===== config.mk =====
export PLATFORM = sky130hd
export DESIGN_NAME = tbt_top
export DESIGN_NICKNAME = d
export VERILOG_FILES = /design/src/tbt_pkg.sv /design/src/tbt_cnt.sv /design/src/tbt_top.sv
export VERILOG_INCLUDE_DIRS = /design/src
export SDC_FILE = /design/constraint.sdc
export NUM_CORES = 1
export LEC_CHECK = 0
export BUFFER_PORTS_ARGS = -buffer_cell sky130_fd_sc_hd__buf_2
export CAP_MARGIN = 15
export CORE_AREA = 2 2 101 103
export CTS_CLUSTER_SIZE = 8
export DETAILED_ROUTE_END_ITERATION = 8
export DIE_AREA = 0 0 103 105
export PLACE_DENSITY = 0.68
export SLEW_MARGIN = 20
export SYNTH_ARGS = -nofsm -noshare
export SYNTH_HDL_FRONTEND = slang
export SYNTH_SLANG_ARGS = --single-unit

===== constraint.sdc =====
create_clock -name aclk -period 2.2 [get_ports aclk]
set_input_delay 0.33 -clock aclk [delete_from_list [all_inputs] [get_ports aclk]]
set_output_delay 0.33 -clock aclk [all_outputs]
set_load 0.01 [all_outputs]

===== src/tbt_cfg.svh =====
`ifndef TBT_CFG_SVH
`define TBT_CFG_SVH
// Behaviour
// A 5-bit prescaler counts the subclock divided by four.
// The 8-bit mode register is read/write and picks source and period.
// The 8-bit time-base counter counts up and is read-only.
// Fed by the prescaler the counter steps at subclock over 128.
// Each counter overflow sets the overflow request flag.
// The interrupt is taken only with flag one, enable one, mask zero.
// Enable bit 7 blocks the request when zero, passes it when one.
// Request flag bit 7 reads one while requested, zero otherwise.
// Mode value 0x18 gives time-base mode, prescaler source, 1 s period.
// Port data bit 2 drives the LED pin low at zero, high at one.
// Software inverts the LED bit once on every timer interrupt.
// The counter wraps from its maximum to zero and keeps counting.

// Register indices; byte address is four times the index
`define TBT_IDX_MODE 16'hffb0
`define TBT_IDX_COUNT 16'hffb1
`define TBT_IDX_PORT 16'hffdc
`define TBT_IDX_IEN 16'hfff3
`define TBT_IDX_IRQ 16'hfff6
`define TBT_IDX_EVT 16'hff80
`define TBT_IDX_EMSK 16'hff81

// Reset values
`define TBT_MODE_RST 8'h00
`define TBT_PORT_RST 8'h00
`define TBT_IEN_RST 8'h00

// Field positions
`define TBT_FLAG_BIT 7
`define TBT_IEN_BIT 7
`define TBT_LED_BIT 2
`define TBT_MODE_SRC_BIT 4
`define TBT_MODE_TB_BIT 3
`define TBT_MODE_CLR_BIT 2
`define TBT_EVT_OVF_BIT 0

// Prescaler widths: divide by four, then the 5-bit stage
`define TBT_DIV4_W 2
`define TBT_PSW_W 5

// Bus answers
`define TBT_RESP_OKAY 2'h0
`define TBT_RESP_SLVERR 2'h2
`endif


===== src/tbt_pkg.sv =====
package tbt_pkg;
   // Write channel sequencing
   typedef enum logic [2:0] {
      TBT_WR_COLLECT = 3'h1,
      TBT_WR_EXEC = 3'h2,
      TBT_WR_RESP = 3'h4
   } tbt_wr_st_t;

   // Decoded register selection
   typedef enum logic [2:0] {
      TBT_REG_NONE = 3'h0,
      TBT_REG_MODE = 3'h1,
      TBT_REG_COUNT = 3'h2,
      TBT_REG_PORT = 3'h3,
      TBT_REG_IEN = 3'h4,
      TBT_REG_IRQ = 3'h5,
      TBT_REG_EVT = 3'h6,
      TBT_REG_EMSK = 3'h7
   } tbt_reg_t;
endpackage


===== src/tbt_cnt.sv =====
`timescale 1ns/100ps
`default_nettype none
// Plain up counter with synchronous clear and carry-out
module tbt_cnt #(
   parameter int WIDTH = 8
) (
   // Clock and reset
   input wire logic aclk,
   input wire logic aresetn,
   // Control
   input wire logic clr,
   input wire logic inc,
   // Status
   output logic [WIDTH-1:0] cnt_r,
   output logic wrap
);
   // Clear beats increment so a held clear keeps the count at zero
   always_ff @(posedge aclk) begin
      if (!aresetn) begin
         cnt_r <= '0;
      end else if (clr) begin
         cnt_r <= '0;
      end else if (inc) begin
         cnt_r <= cnt_r + 1'b1;
      end
   end

   // Carry when stepping from all ones
   assign wrap = inc & (&cnt_r) & ~clr;
endmodule
`default_nettype wire


===== src/tbt_top.sv =====
// The AXI4-Lite register port was decided locally.
`timescale 1ns/100ps
`default_nettype none
`include "tbt_cfg.svh"
module tbt_top
   import tbt_pkg::*;
#(
   parameter int ADDR_W = 20
) (
   // Clock and reset
   input wire logic aclk,
   input wire logic aresetn,
   // AXI4-Lite write address
   input wire logic [ADDR_W-1:0] awaddr,
   input wire logic awvalid,
   output logic awready,
   // AXI4-Lite write data
   input wire logic [31:0] wdata,
   input wire logic [3:0] wstrb,
   input wire logic wvalid,
   output logic wready,
   // AXI4-Lite write response
   output logic [1:0] bresp,
   output logic bvalid,
   input wire logic bready,
   // AXI4-Lite read address
   input wire logic [ADDR_W-1:0] araddr,
   input wire logic arvalid,
   output logic arready,
   // AXI4-Lite read data
   output logic [31:0] rdata,
   output logic [1:0] rresp,
   output logic rvalid,
   input wire logic rready,
   // Subclock level, sampled on aclk
   input wire logic subclk_i,
   // CPU global interrupt mask, high blocks
   input wire logic cpu_irq_mask,
   // Pins and interrupts
   output logic led_o,
   output logic tmr_irq_accept_o,
   output logic irq_o
);

   ////////////////////////////////////////////////////////////////////////
   // Declarations
   logic subclk_d_r;
   logic sub_rise;
   logic [`TBT_DIV4_W-1:0] div4_cnt;
   logic div4_wrap;
   logic [`TBT_PSW_W-1:0] psw_cnt;
   logic psw_wrap;
   logic tap_tick;
   logic tca_run;
   logic tca_inc;
   logic [7:0] tca_cnt;
   logic tca_ovf;
   logic [7:0] mode_r;
   logic [7:0] port_r;
   logic [7:0] ien_r;
   logic flag_r;
   logic evt_r;
   logic emsk_r;
   logic irq_r;
   logic accept_r;
   tbt_wr_st_t wr_st_r;
   tbt_wr_st_t wr_st_nxt;
   logic awready_r;
   logic wready_r;
   logic bvalid_r;
   logic [1:0] bresp_r;
   logic [ADDR_W-1:0] awaddr_r;
   logic [31:0] wdata_r;
   logic wstrb0_r;
   logic arready_r;
   logic rvalid_r;
   logic [1:0] rresp_r;
   logic [31:0] rdata_r;
   tbt_reg_t wr_sel;
   tbt_reg_t rd_sel;
   logic wr_en;
   logic [7:0] rd_val;

   ////////////////////////////////////////////////////////////////////////
   // Address decode, shared by both channels
   function automatic tbt_reg_t tbt_decode(input logic [ADDR_W-1:0] a);
      tbt_reg_t r;
      r = TBT_REG_NONE;
      if (a[ADDR_W-1:18] == '0) begin
         case (a[17:2])
            `TBT_IDX_MODE: r = TBT_REG_MODE;
            `TBT_IDX_COUNT: r = TBT_REG_COUNT;
            `TBT_IDX_PORT: r = TBT_REG_PORT;
            `TBT_IDX_IEN: r = TBT_REG_IEN;
            `TBT_IDX_IRQ: r = TBT_REG_IRQ;
            `TBT_IDX_EVT: r = TBT_REG_EVT;
            `TBT_IDX_EMSK: r = TBT_REG_EMSK;
            default: r = TBT_REG_NONE;
         endcase
      end
      return r;
   endfunction

   ////////////////////////////////////////////////////////////////////////
   // Subclock edge; input is already synchronous to aclk
   always_ff @(posedge aclk) begin
      if (!aresetn) begin
         subclk_d_r <= 1'b0;
      end else begin
         subclk_d_r <= subclk_i;
      end
   end

   assign sub_rise = subclk_i & ~subclk_d_r;

   // Subclock over four feeds the prescaler
   tbt_cnt #(.WIDTH(`TBT_DIV4_W)) u_div4 (
      .aclk(aclk),
      .aresetn(aresetn),
      .clr(1'b0),
      .inc(sub_rise),
      .cnt_r(div4_cnt),
      .wrap(div4_wrap)
   );

   // Free-running 5-bit prescaler; never cleared so other users see no jump
   tbt_cnt #(.WIDTH(`TBT_PSW_W)) u_psw (
      .aclk(aclk),
      .aresetn(aresetn),
      .clr(1'b0),
      .inc(div4_wrap),
      .cnt_r(psw_cnt),
      .wrap(psw_wrap)
   );

   // Prescaler tap: falling edge of the chosen bit, as a one-cycle tick
   always_comb begin
      case (mode_r[1:0])
         2'h0: tap_tick = psw_wrap;
         2'h1: tap_tick = div4_wrap & (&psw_cnt[3:0]);
         2'h2: tap_tick = div4_wrap & (&psw_cnt[2:0]);
         default: tap_tick = div4_wrap & psw_cnt[0];
      endcase
   end

   // Runs only in time-base mode with the prescaler selected
   assign tca_run = mode_r[`TBT_MODE_SRC_BIT] & mode_r[`TBT_MODE_TB_BIT] &
                    ~mode_r[`TBT_MODE_CLR_BIT];
   assign tca_inc = tca_run & tap_tick;

   // Time-base counter; wraps to zero by itself
   tbt_cnt #(.WIDTH(8)) u_tca (
      .aclk(aclk),
      .aresetn(aresetn),
      .clr(mode_r[`TBT_MODE_CLR_BIT]),
      .inc(tca_inc),
      .cnt_r(tca_cnt),
      .wrap(tca_ovf)
   );

   ////////////////////////////////////////////////////////////////////////
   // Write channel sequencing
   always_comb begin
      wr_st_nxt = wr_st_r;
      case (wr_st_r)
         TBT_WR_COLLECT: begin
            if ((~awready_r | awvalid) & (~wready_r | wvalid)) begin
               wr_st_nxt = TBT_WR_EXEC;
            end
         end
         TBT_WR_EXEC: wr_st_nxt = TBT_WR_RESP;
         TBT_WR_RESP: begin
            if (bready) begin
               wr_st_nxt = TBT_WR_COLLECT;
            end
         end
         default: wr_st_nxt = TBT_WR_COLLECT;
      endcase
   end

   always_ff @(posedge aclk) begin
      if (!aresetn) begin
         wr_st_r <= TBT_WR_COLLECT;
      end else begin
         wr_st_r <= wr_st_nxt;
      end
   end

   // Address held from its handshake until the response is taken
   always_ff @(posedge aclk) begin
      if (!aresetn) begin
         awready_r <= 1'b1;
         awaddr_r <= '0;
      end else if (awvalid & awready_r) begin
         awready_r <= 1'b0;
         awaddr_r <= awaddr;
      end else if (bvalid_r & bready) begin
         awready_r <= 1'b1;
      end
   end

   // Data held likewise; only byte lane 0 carries register bits
   always_ff @(posedge aclk) begin
      if (!aresetn) begin
         wready_r <= 1'b1;
         wdata_r <= 32'h0000_0000;
         wstrb0_r <= 1'b0;
      end else if (wvalid & wready_r) begin
         wready_r <= 1'b0;
         wdata_r <= wdata;
         wstrb0_r <= wstrb[0];
      end else if (bvalid_r & bready) begin
         wready_r <= 1'b1;
      end
   end

   assign wr_sel = tbt_decode(awaddr_r);
   assign wr_en = (wr_st_r == TBT_WR_EXEC) & wstrb0_r;

   // Response; unmapped addresses answer with a slave error
   always_ff @(posedge aclk) begin
      if (!aresetn) begin
         bvalid_r <= 1'b0;
         bresp_r <= `TBT_RESP_OKAY;
      end else if (wr_st_r == TBT_WR_EXEC) begin
         bvalid_r <= 1'b1;
         bresp_r <= (wr_sel == TBT_REG_NONE) ? `TBT_RESP_SLVERR :
                    `TBT_RESP_OKAY;
      end else if (bvalid_r & bready) begin
         bvalid_r <= 1'b0;
      end
   end

   ////////////////////////////////////////////////////////////////////////
   // Software registers
   always_ff @(posedge aclk) begin
      if (!aresetn) begin
         mode_r <= `TBT_MODE_RST;
      end else if (wr_en & (wr_sel == TBT_REG_MODE)) begin
         mode_r <= wdata_r[7:0];
      end
   end

   // Bit 2 is the LED pin level
   always_ff @(posedge aclk) begin
      if (!aresetn) begin
         port_r <= `TBT_PORT_RST;
      end else if (wr_en & (wr_sel == TBT_REG_PORT)) begin
         port_r <= wdata_r[7:0];
      end
   end

   always_ff @(posedge aclk) begin
      if (!aresetn) begin
         ien_r <= `TBT_IEN_RST;
      end else if (wr_en & (wr_sel == TBT_REG_IEN)) begin
         ien_r <= wdata_r[7:0];
      end
   end

   // Request flag: written zero clears, one is ignored; overflow wins
   always_ff @(posedge aclk) begin
      if (!aresetn) begin
         flag_r <= 1'b0;
      end else if (tca_ovf) begin
         flag_r <= 1'b1;
      end else if (wr_en & (wr_sel == TBT_REG_IRQ) &
                   ~wdata_r[`TBT_FLAG_BIT]) begin
         flag_r <= 1'b0;
      end
   end

   // Sticky event bit, write one to clear; overflow wins
   always_ff @(posedge aclk) begin
      if (!aresetn) begin
         evt_r <= 1'b0;
      end else if (tca_ovf) begin
         evt_r <= 1'b1;
      end else if (wr_en & (wr_sel == TBT_REG_EVT) &
                   wdata_r[`TBT_EVT_OVF_BIT]) begin
         evt_r <= 1'b0;
      end
   end

   always_ff @(posedge aclk) begin
      if (!aresetn) begin
         emsk_r <= 1'b0;
      end else if (wr_en & (wr_sel == TBT_REG_EMSK)) begin
         emsk_r <= wdata_r[`TBT_EVT_OVF_BIT];
      end
   end

   ////////////////////////////////////////////////////////////////////////
   // Interrupt outputs, one cycle behind their sources
   always_ff @(posedge aclk) begin
      if (!aresetn) begin
         accept_r <= 1'b0;
         irq_r <= 1'b0;
      end else begin
         accept_r <= flag_r & ien_r[`TBT_IEN_BIT] & ~cpu_irq_mask;
         irq_r <= evt_r & emsk_r;
      end
   end

   ////////////////////////////////////////////////////////////////////////
   // Read channel: data one cycle after the address handshake
   assign rd_sel = tbt_decode(araddr);

   always_comb begin
      case (rd_sel)
         TBT_REG_MODE: rd_val = mode_r;
         TBT_REG_COUNT: rd_val = tca_cnt;
         TBT_REG_PORT: rd_val = port_r;
         TBT_REG_IEN: rd_val = ien_r;
         TBT_REG_IRQ: rd_val = {flag_r, 7'h00};
         TBT_REG_EVT: rd_val = {7'h00, evt_r};
         TBT_REG_EMSK: rd_val = {7'h00, emsk_r};
         default: rd_val = 8'h00;
      endcase
   end

   always_ff @(posedge aclk) begin
      if (!aresetn) begin
         arready_r <= 1'b1;
         rvalid_r <= 1'b0;
         rresp_r <= `TBT_RESP_OKAY;
         rdata_r <= 32'h0000_0000;
      end else if (arvalid & arready_r) begin
         arready_r <= 1'b0;
         rvalid_r <= 1'b1;
         rdata_r <= {24'h00_0000, rd_val};
         rresp_r <= (rd_sel == TBT_REG_NONE) ? `TBT_RESP_SLVERR :
                    `TBT_RESP_OKAY;
      end else if (rvalid_r & rready) begin
         rvalid_r <= 1'b0;
         arready_r <= 1'b1;
      end
   end

   ////////////////////////////////////////////////////////////////////////
   // Outputs, all from flops
   assign awready = awready_r;
   assign wready = wready_r;
   assign bvalid = bvalid_r;
   assign bresp = bresp_r;
   assign arready = arready_r;
   assign rvalid = rvalid_r;
   assign rresp = rresp_r;
   assign rdata = rdata_r;
   assign led_o = port_r[`TBT_LED_BIT];
   assign tmr_irq_accept_o = accept_r;
   assign irq_o = irq_r;
endmodule
`default_nettype wire


## Word level (Yosys, flattened, before mapping)

Cells that the tools add are included.

- Add/subtract/negate cells: 3
- Multiply operators: 0
- Divide/modulo/power cells: 0
- Magnitude comparators: 0
- Eq/ne operators: 34
- Shift-type cells: 0
- Muxes and demuxes: 24
- Bitwise gates (word level): 38
- Reduce and logical (&&, ||, !) cells: 18

Operators with widths:

| cell | count |
|---|---|
| $eq 16x16->1 const B | 14 |
| $pmux 8 s7 | 1 |
| $pmux 3 s7 | 2 |
| $and 1x1->1 | 29 |
| $eq 3x3->1 const B | 9 |
| $mux 1 | 13 |
| $eq 3x2->1 const B | 4 |
| $mux 3 | 4 |
| $reduce_bool 2->1 | 6 |
| $eq 3x1->1 const B | 3 |
| $pmux 3 s3 | 1 |
| $add 8x1->8 const B | 1 |
| $reduce_and 8->1 | 1 |
| $not 1->1 | 7 |
| $logic_not 2->1 | 3 |
| $logic_not 3->1 | 2 |
| $add 5x1->5 const B | 1 |
| $reduce_and 5->1 | 1 |
| $mux 2 | 2 |
| $ne 2x2->1 const B | 2 |
| $reduce_and 2->1 | 2 |
| $reduce_and 4->1 | 1 |
| $pmux 1 s3 | 1 |
| $reduce_and 3->1 | 1 |
| 5 further kinds | 6 |

- Register bits after elaboration: 94
- Latch bits: 0
- Memory bits (writable): 0
- Memory bits (read-only): 0
- Input port bits: 85
- Output and inout bits: 44
- Memories kept: 0

## Logic depth before layout (Yosys ltp)

- Word-level depth: 9
- Gate-level depth with buffers: 8

## Cells and area by module

A second synthesis with hierarchy kept.

- Cells, all modules: 505
- Area, all modules: 4399.2 um^2

By module, submodules not included:

| module | instances | cells an instance | area each (um^2) | seq. area each (um^2) |
|---|---|---|---|---|
| tbt_top | 1 | 430 | 3694.8 | 1501.4 |
| tbt_cnt (u_tca) | 1 | 40 | 364.1 | 160.2 |
| tbt_cnt (u_psw) | 1 | 25 | 247.7 | 100.1 |
| tbt_cnt (u_div4) | 1 | 10 | 92.6 | 40.0 |

## Least setup slack after synthesis

No wires, ideal clock.

- Path type: input to register
- Start: in araddr[6]
- End: reg rdata_r[0], in the netlist rdata[0]
- Data arrival time: 1895 ps
- Path slack: 185 ps
- Stages: 8
- Path buffers: 2
- Cells stage by stage: buf_2 nor4b_1 nand3_1 a311oi_1 buf_4 mux2i_1 o32ai_1 or2_1

- Cells in the longest elaborated chain, start to end: 5
- Elaborated cells on any way between the ends: 17

Ends and longest elaborated chain:

| element | RTL line | RTL |
|---|---|---|
| start: declaration | tbt_top.sv:27 | `input wire logic [ADDR_W-1:0] araddr,` |
| $eq 16x16->1 | tbt_top.sv:90 | `case (a[17:2])` |
| $pmux 3 s7 (*) | tbt_top.sv:90 |  |
| $mux 3 (*) | tbt_top.sv:89 | `if (a[ADDR_W-1:18] == '0) begin` |
| $eq 3x3->1, or another cell as far along | tbt_top.sv:310 | `case (rd_sel)` |
| $pmux 8 s7 (*) | tbt_top.sv:310 |  |
| end signal: assignment | tbt_top.sv:331 | `rdata_r <= {24'h00_0000, rd_val};` |
| end: declaration | tbt_top.sv:78 | `logic [31:0] rdata_r;` |

Mark *: on every way between the ends. The rest lies on a longest branch, timed or not.
A chain may end at the register's enable or synchronous reset.

## Worst setup path in the final report

- Start: reg awaddr_r[5]
- End: reg evt_r

- Cells in the longest elaborated chain, start to end: 7
- Elaborated cells on any way between the ends: 13

Ends and longest elaborated chain:

| element | RTL line | RTL |
|---|---|---|
| start: declaration | tbt_top.sv:72 | `logic [ADDR_W-1:0] awaddr_r;` |
| start signal: assignment | tbt_top.sv:196 | `awaddr_r <= awaddr;` |
| $eq 16x16->1 | tbt_top.sv:90 |  |
| $pmux 3 s7 (*) | tbt_top.sv:90 |  |
| $mux 3 (*) | tbt_top.sv:89 |  |
| $eq 3x3->1 (*) | tbt_top.sv:279 | `end else if (wr_en & (wr_sel == TBT_REG_EVT) &` |
| $and 1x1->1 (*) (2 in a row) | tbt_top.sv:279 |  |
| $reduce_bool 2->1 (no source line) (*) | -- |  |
| end signal: assignment | tbt_top.sv:276 | `evt_r <= 1'b0;` |
| end signal: assignment | tbt_top.sv:278 | `evt_r <= 1'b1;` |
| end signal: assignment | tbt_top.sv:281 | `evt_r <= 1'b0;` |
| end: declaration | tbt_top.sv:62 | `logic evt_r;` |

Marked as above.

==> results by group <==
Min path
  • Hold Path Depth: 2
  • Hold WC Path Type: primary input to register
  • Hold_sp: subclk_i
  • Hold endpoint: subclk_d_r$_SDFF_PN0_

Floorplan
  • Starting density of the core: 45.5%
  • DIE HEIGHT: 105 um
  • CORE AREA: 9640 um^2
  • Row count: 36
  • Die width: 103 um
  • Die Area: 10800 um^2
  • Ports: 129

Layout
  • Nets: 661
  • Layout cells sized above 1: 21.4%
  • Sequential cell area: 1810 um^2
  • Final core occ: 53.0%
  • Fillers: 921
  • Multi-input logic area: 2410 um^2
  • Non-filler cells, final: 708
  • Synth-to-layout area growth: 16.5%
  • Diodes inserted: 0
  • Design Area, Final: 5110 um^2

Global route
  • Vias in the first global route: 3394
  • Initial antenna violation count: 0
  • First-pass GRT wire length: 15.8 mm
  • Grt total ovfl: 0
  • Largest net degree at the start of global routing: 84
  • Total GRT Usage: 18.2%

Detailed routing
  • 1st-pass router iterations: 4
  • DRC: 0
  • Post-DRT Antenna Nets: 0
  • Via density: 5.13
  • Via Count: 3630
  • Routed len/inst: 13.5 um
  • Final WL: 9.53 mm
  • DR iter-0 viols: 126

Power and ir drop
  • Cell Pwr Density: 635 nW/um^2
  • Psw: 765 uW
  • Leak: 0.00202 uW
  • Worst IR drop on VDD: 0.275 mV
  • Clock power frac: 39.1%
  • Reg power frac: 52.6%
  • Switching share of total power: 23.6%
  • Gate power share: 8.2%
  • Internal power of the cells: 2480 uW

Clock tree
  • H-tree depth: 3
  • TritonCTS buffer count: 9
  • CTS tree: built
  • Clock Tree Root: clkbuf_8
  • Clock-pin slew on the worst setup and hold paths: 80 ps
  • Clk sinks: 90
  • CTS Hold Bufs: 0
  • CTS Buffer Depth: 2
  • Worst-skew pair later-pin latency: 360 ps

Timing
  • PnR worst setup slack: 52.7 ps
  • Clock Skew: 11.4 ps
  • Max Slew Vio Count: 0
  • Maximum clock rate: 466 MHz
  • Slew headroom: 51.1%
  • Crit share post-route: 97.6%
  • Setup_tns: 0 ps
  • Final setup violation count: 0
  • Tmin final: 2150 ps
  • Hold Vio Cnt, Final: 0
  • Actual slew at the worst max-slew pin: 728 ps

Worst setup path
  • Crit-path max FO: 5
  • R2R Path Start: awaddr_r[5]$_SDFFE_PN0P_
  • Worst path slowest cell: or4_4
  • Critical path startpoint category: register
  • Worst reg2reg path endpoint: evt_r$_SDFFE_PN0P_
  • Crit path largest cell delay: 520 ps
  • Worst setup EP type: register
  • Critical Path, Cell by Cell: or3b_1 > nor2_2 > o21ai_2 > or4_4 > o41a_1 > o21a_1
  • WP data arrival: 2400 ps
  • Reg2Reg Setup Slack: 50 ps
  • Launch point of the worst path: awaddr_r[5]$_SDFFE_PN0P_
  • CP required: 2460 ps
  • FF-to-FF path depth: 6
  • Kind of critical path: register to register

Logic synthesis
  • Main synth FF type: dfxtp_1
  • Synth Warn #: 0
  • Sequential share of the synthesized area: 41.1%
  • Synth cell types: 64
  • Synthesized flop and latch total: 90
  • Mapped cell area: 4390 um^2
  • Syn Area/Cell: 8.90 um^2
  • Mapped Cells: 493
  • Asr flop ratio synth: 0%
  • EDFF count, synth: 0

Status
  • Status: finished, final reports clean

Placed design
  • Post-Place Worst Slack: -75.3 ps
  • Port Buf Inserts: 71
  • Post-Place Cells: 692
  • DPL Wire Length: 7.16 mm
  • Placed cell areas: 4860 um^2
  • Final Wtd Congestion: 0.831

Job
  • Max-cap violations: 0
metal layers:
layer / vias to the layer above / global-route usage (%) / share of wire [%]
met5: - / 0 / 0
met4: 0 / 5.55 / 1.1
met3: 10 / 4.35 / 5.1
met2: 85 / 28.5 / 47
met1: 1694 / 24.6 / 47
li1: 1841 / - / -
kinds of logic after synthesis:
family / Yosys count / share of synthesized area (%)
buf+inv: 49 / 6.53
other cells: 1 / 0.0855
flops: 90 / 41.1
simple gates: 205 / 23.7
mux: 37 / 8.76
xor+xnor: 10 / 2.00
fa+ha+maj: 5 / 1.43
compound gates: 96 / 16.4
cells in the final DEF, fill, tap and decap left out, types with 3 or more instances in the layout:
master	synthesis	final
nand2_1	94	94
o211ai_1	4	4
nand4_1	6	6
buf_2	1	71
dfxtp_2	0	5
and2_1	7	7
dfxtp_1	90	85
nand3b_1	3	3
o21ai_0	10	10
o21a_1	7	7
clkbuf_8	0	11
nand2b_1	5	5
nand3_1	23	23
and4b_1	3	3
inv_1	4	4
xnor2_1	6	6
a2bb2oi_1	7	7
a21oi_1	6	6
xor2_1	4	4
conb_1	1	26
nor2_1	18	18
a21boi_0	32	32
buf_4	27	15
mux2i_1	35	35
o21ai_1	8	8
nor2b_1	8	8
ha_1	5	5
and3_1	8	8
nor3_1	8	8
a22oi_1	6	6
worst max-delay path by stage:
stage | end | slack (ps) | cells after the start
2_1_floorplan | rdata[0]$_SDFFE_PN0P_ | 180 | 8
3_3_place_gp | rdata[0]$_SDFFE_PN0P_ | -30 | 8
3_5_place_dp | rdata[3]$_SDFFE_PN0P_ | -80 | 7
4_1_cts | evt_r$_SDFFE_PN0P_ | 10 | 6
5_1_grt | evt_r$_SDFFE_PN0P_ | -20 | 6
6_report | evt_r$_SDFFE_PN0P_ | 50 | 6
flip-flops by register name, summed over array words and instances, names as in the netlist, 2 cells and up:
signal,count
awaddr_r,18
ien_r,8
mode_r,8
port_r,8
rdata,8
u_div4.cnt_r,2
u_psw.cnt_r,5
u_tca.cnt_r,8
wdata_r,8
wr_st_r,3
cells in the mapped netlist, drive strengths merged (3+ instances only):
library cell	number	area [um^2]
xnor2	6	52.6
mux2i	35	350
nand2b	5	31.3
and3	8	50.1
a2bb2oi	7	61.3
inv	4	15.0
nand2	94	353
or3b	3	26.3
nor2b	8	50.1
o21a	7	52.6
nand4	6	37.5
a21boi	32	240
and4b	3	30.0
o211ai	4	30.0
a22oi	6	45.0
ha	5	62.6
nand3b	3	22.5
buf	30	215
a21oi	6	30.0
dfxtp	90	1800
o21ai	19	98.9
xor2	4	35.0
and2	7	43.8
nor3	10	72.6
nand3	23	115
clkbuf	15	56.3
nor2	20	85.1
critical path: cells and delay by family (launching register included):
kind,cells,cell delay [ps]
AND/OR/NAND/NOR,3,1040
AO/OA/AOI/OAI,3,580
flip-flops,1,420
cell type report:
class                   count  share of cell area (%)
multi-input cells         379                    47.1
clock buffers              11                    2.96
repair buffers             87                    9.55
inverters                   4                   0.294
flip-flops and latches     90                    35.4
well taps                 133                    3.26
clock inverters             4                    1.47
power groups by stage:
stage | Combinational, uW | Sequential [uW] | Clock [uW]
floorplan | 197 | 1740 | 0
global placement | 256 | 1740 | 0
detailed placement | 265 | 1740 | 0
CTS | 267 | 1710 | 1290
global route | 303 | 1720 | 1370
finish | 267 | 1710 | 1270
metrics by stage:
stage          total power (uW)  hold slack (ps)
3_5_place_dp               2010              454
6_report                   3240              196
5_1_grt                    3390              201
3_3_place_gp               2000              446
2_1_floorplan              1940              434
4_1_cts                    3270              184
repair_timing:
action	in CTS	in global routing
buffers inserted	0	1
setup endpoints to repair	0	10
resized for setup	0	6
(Power assumes the default switching activity.)
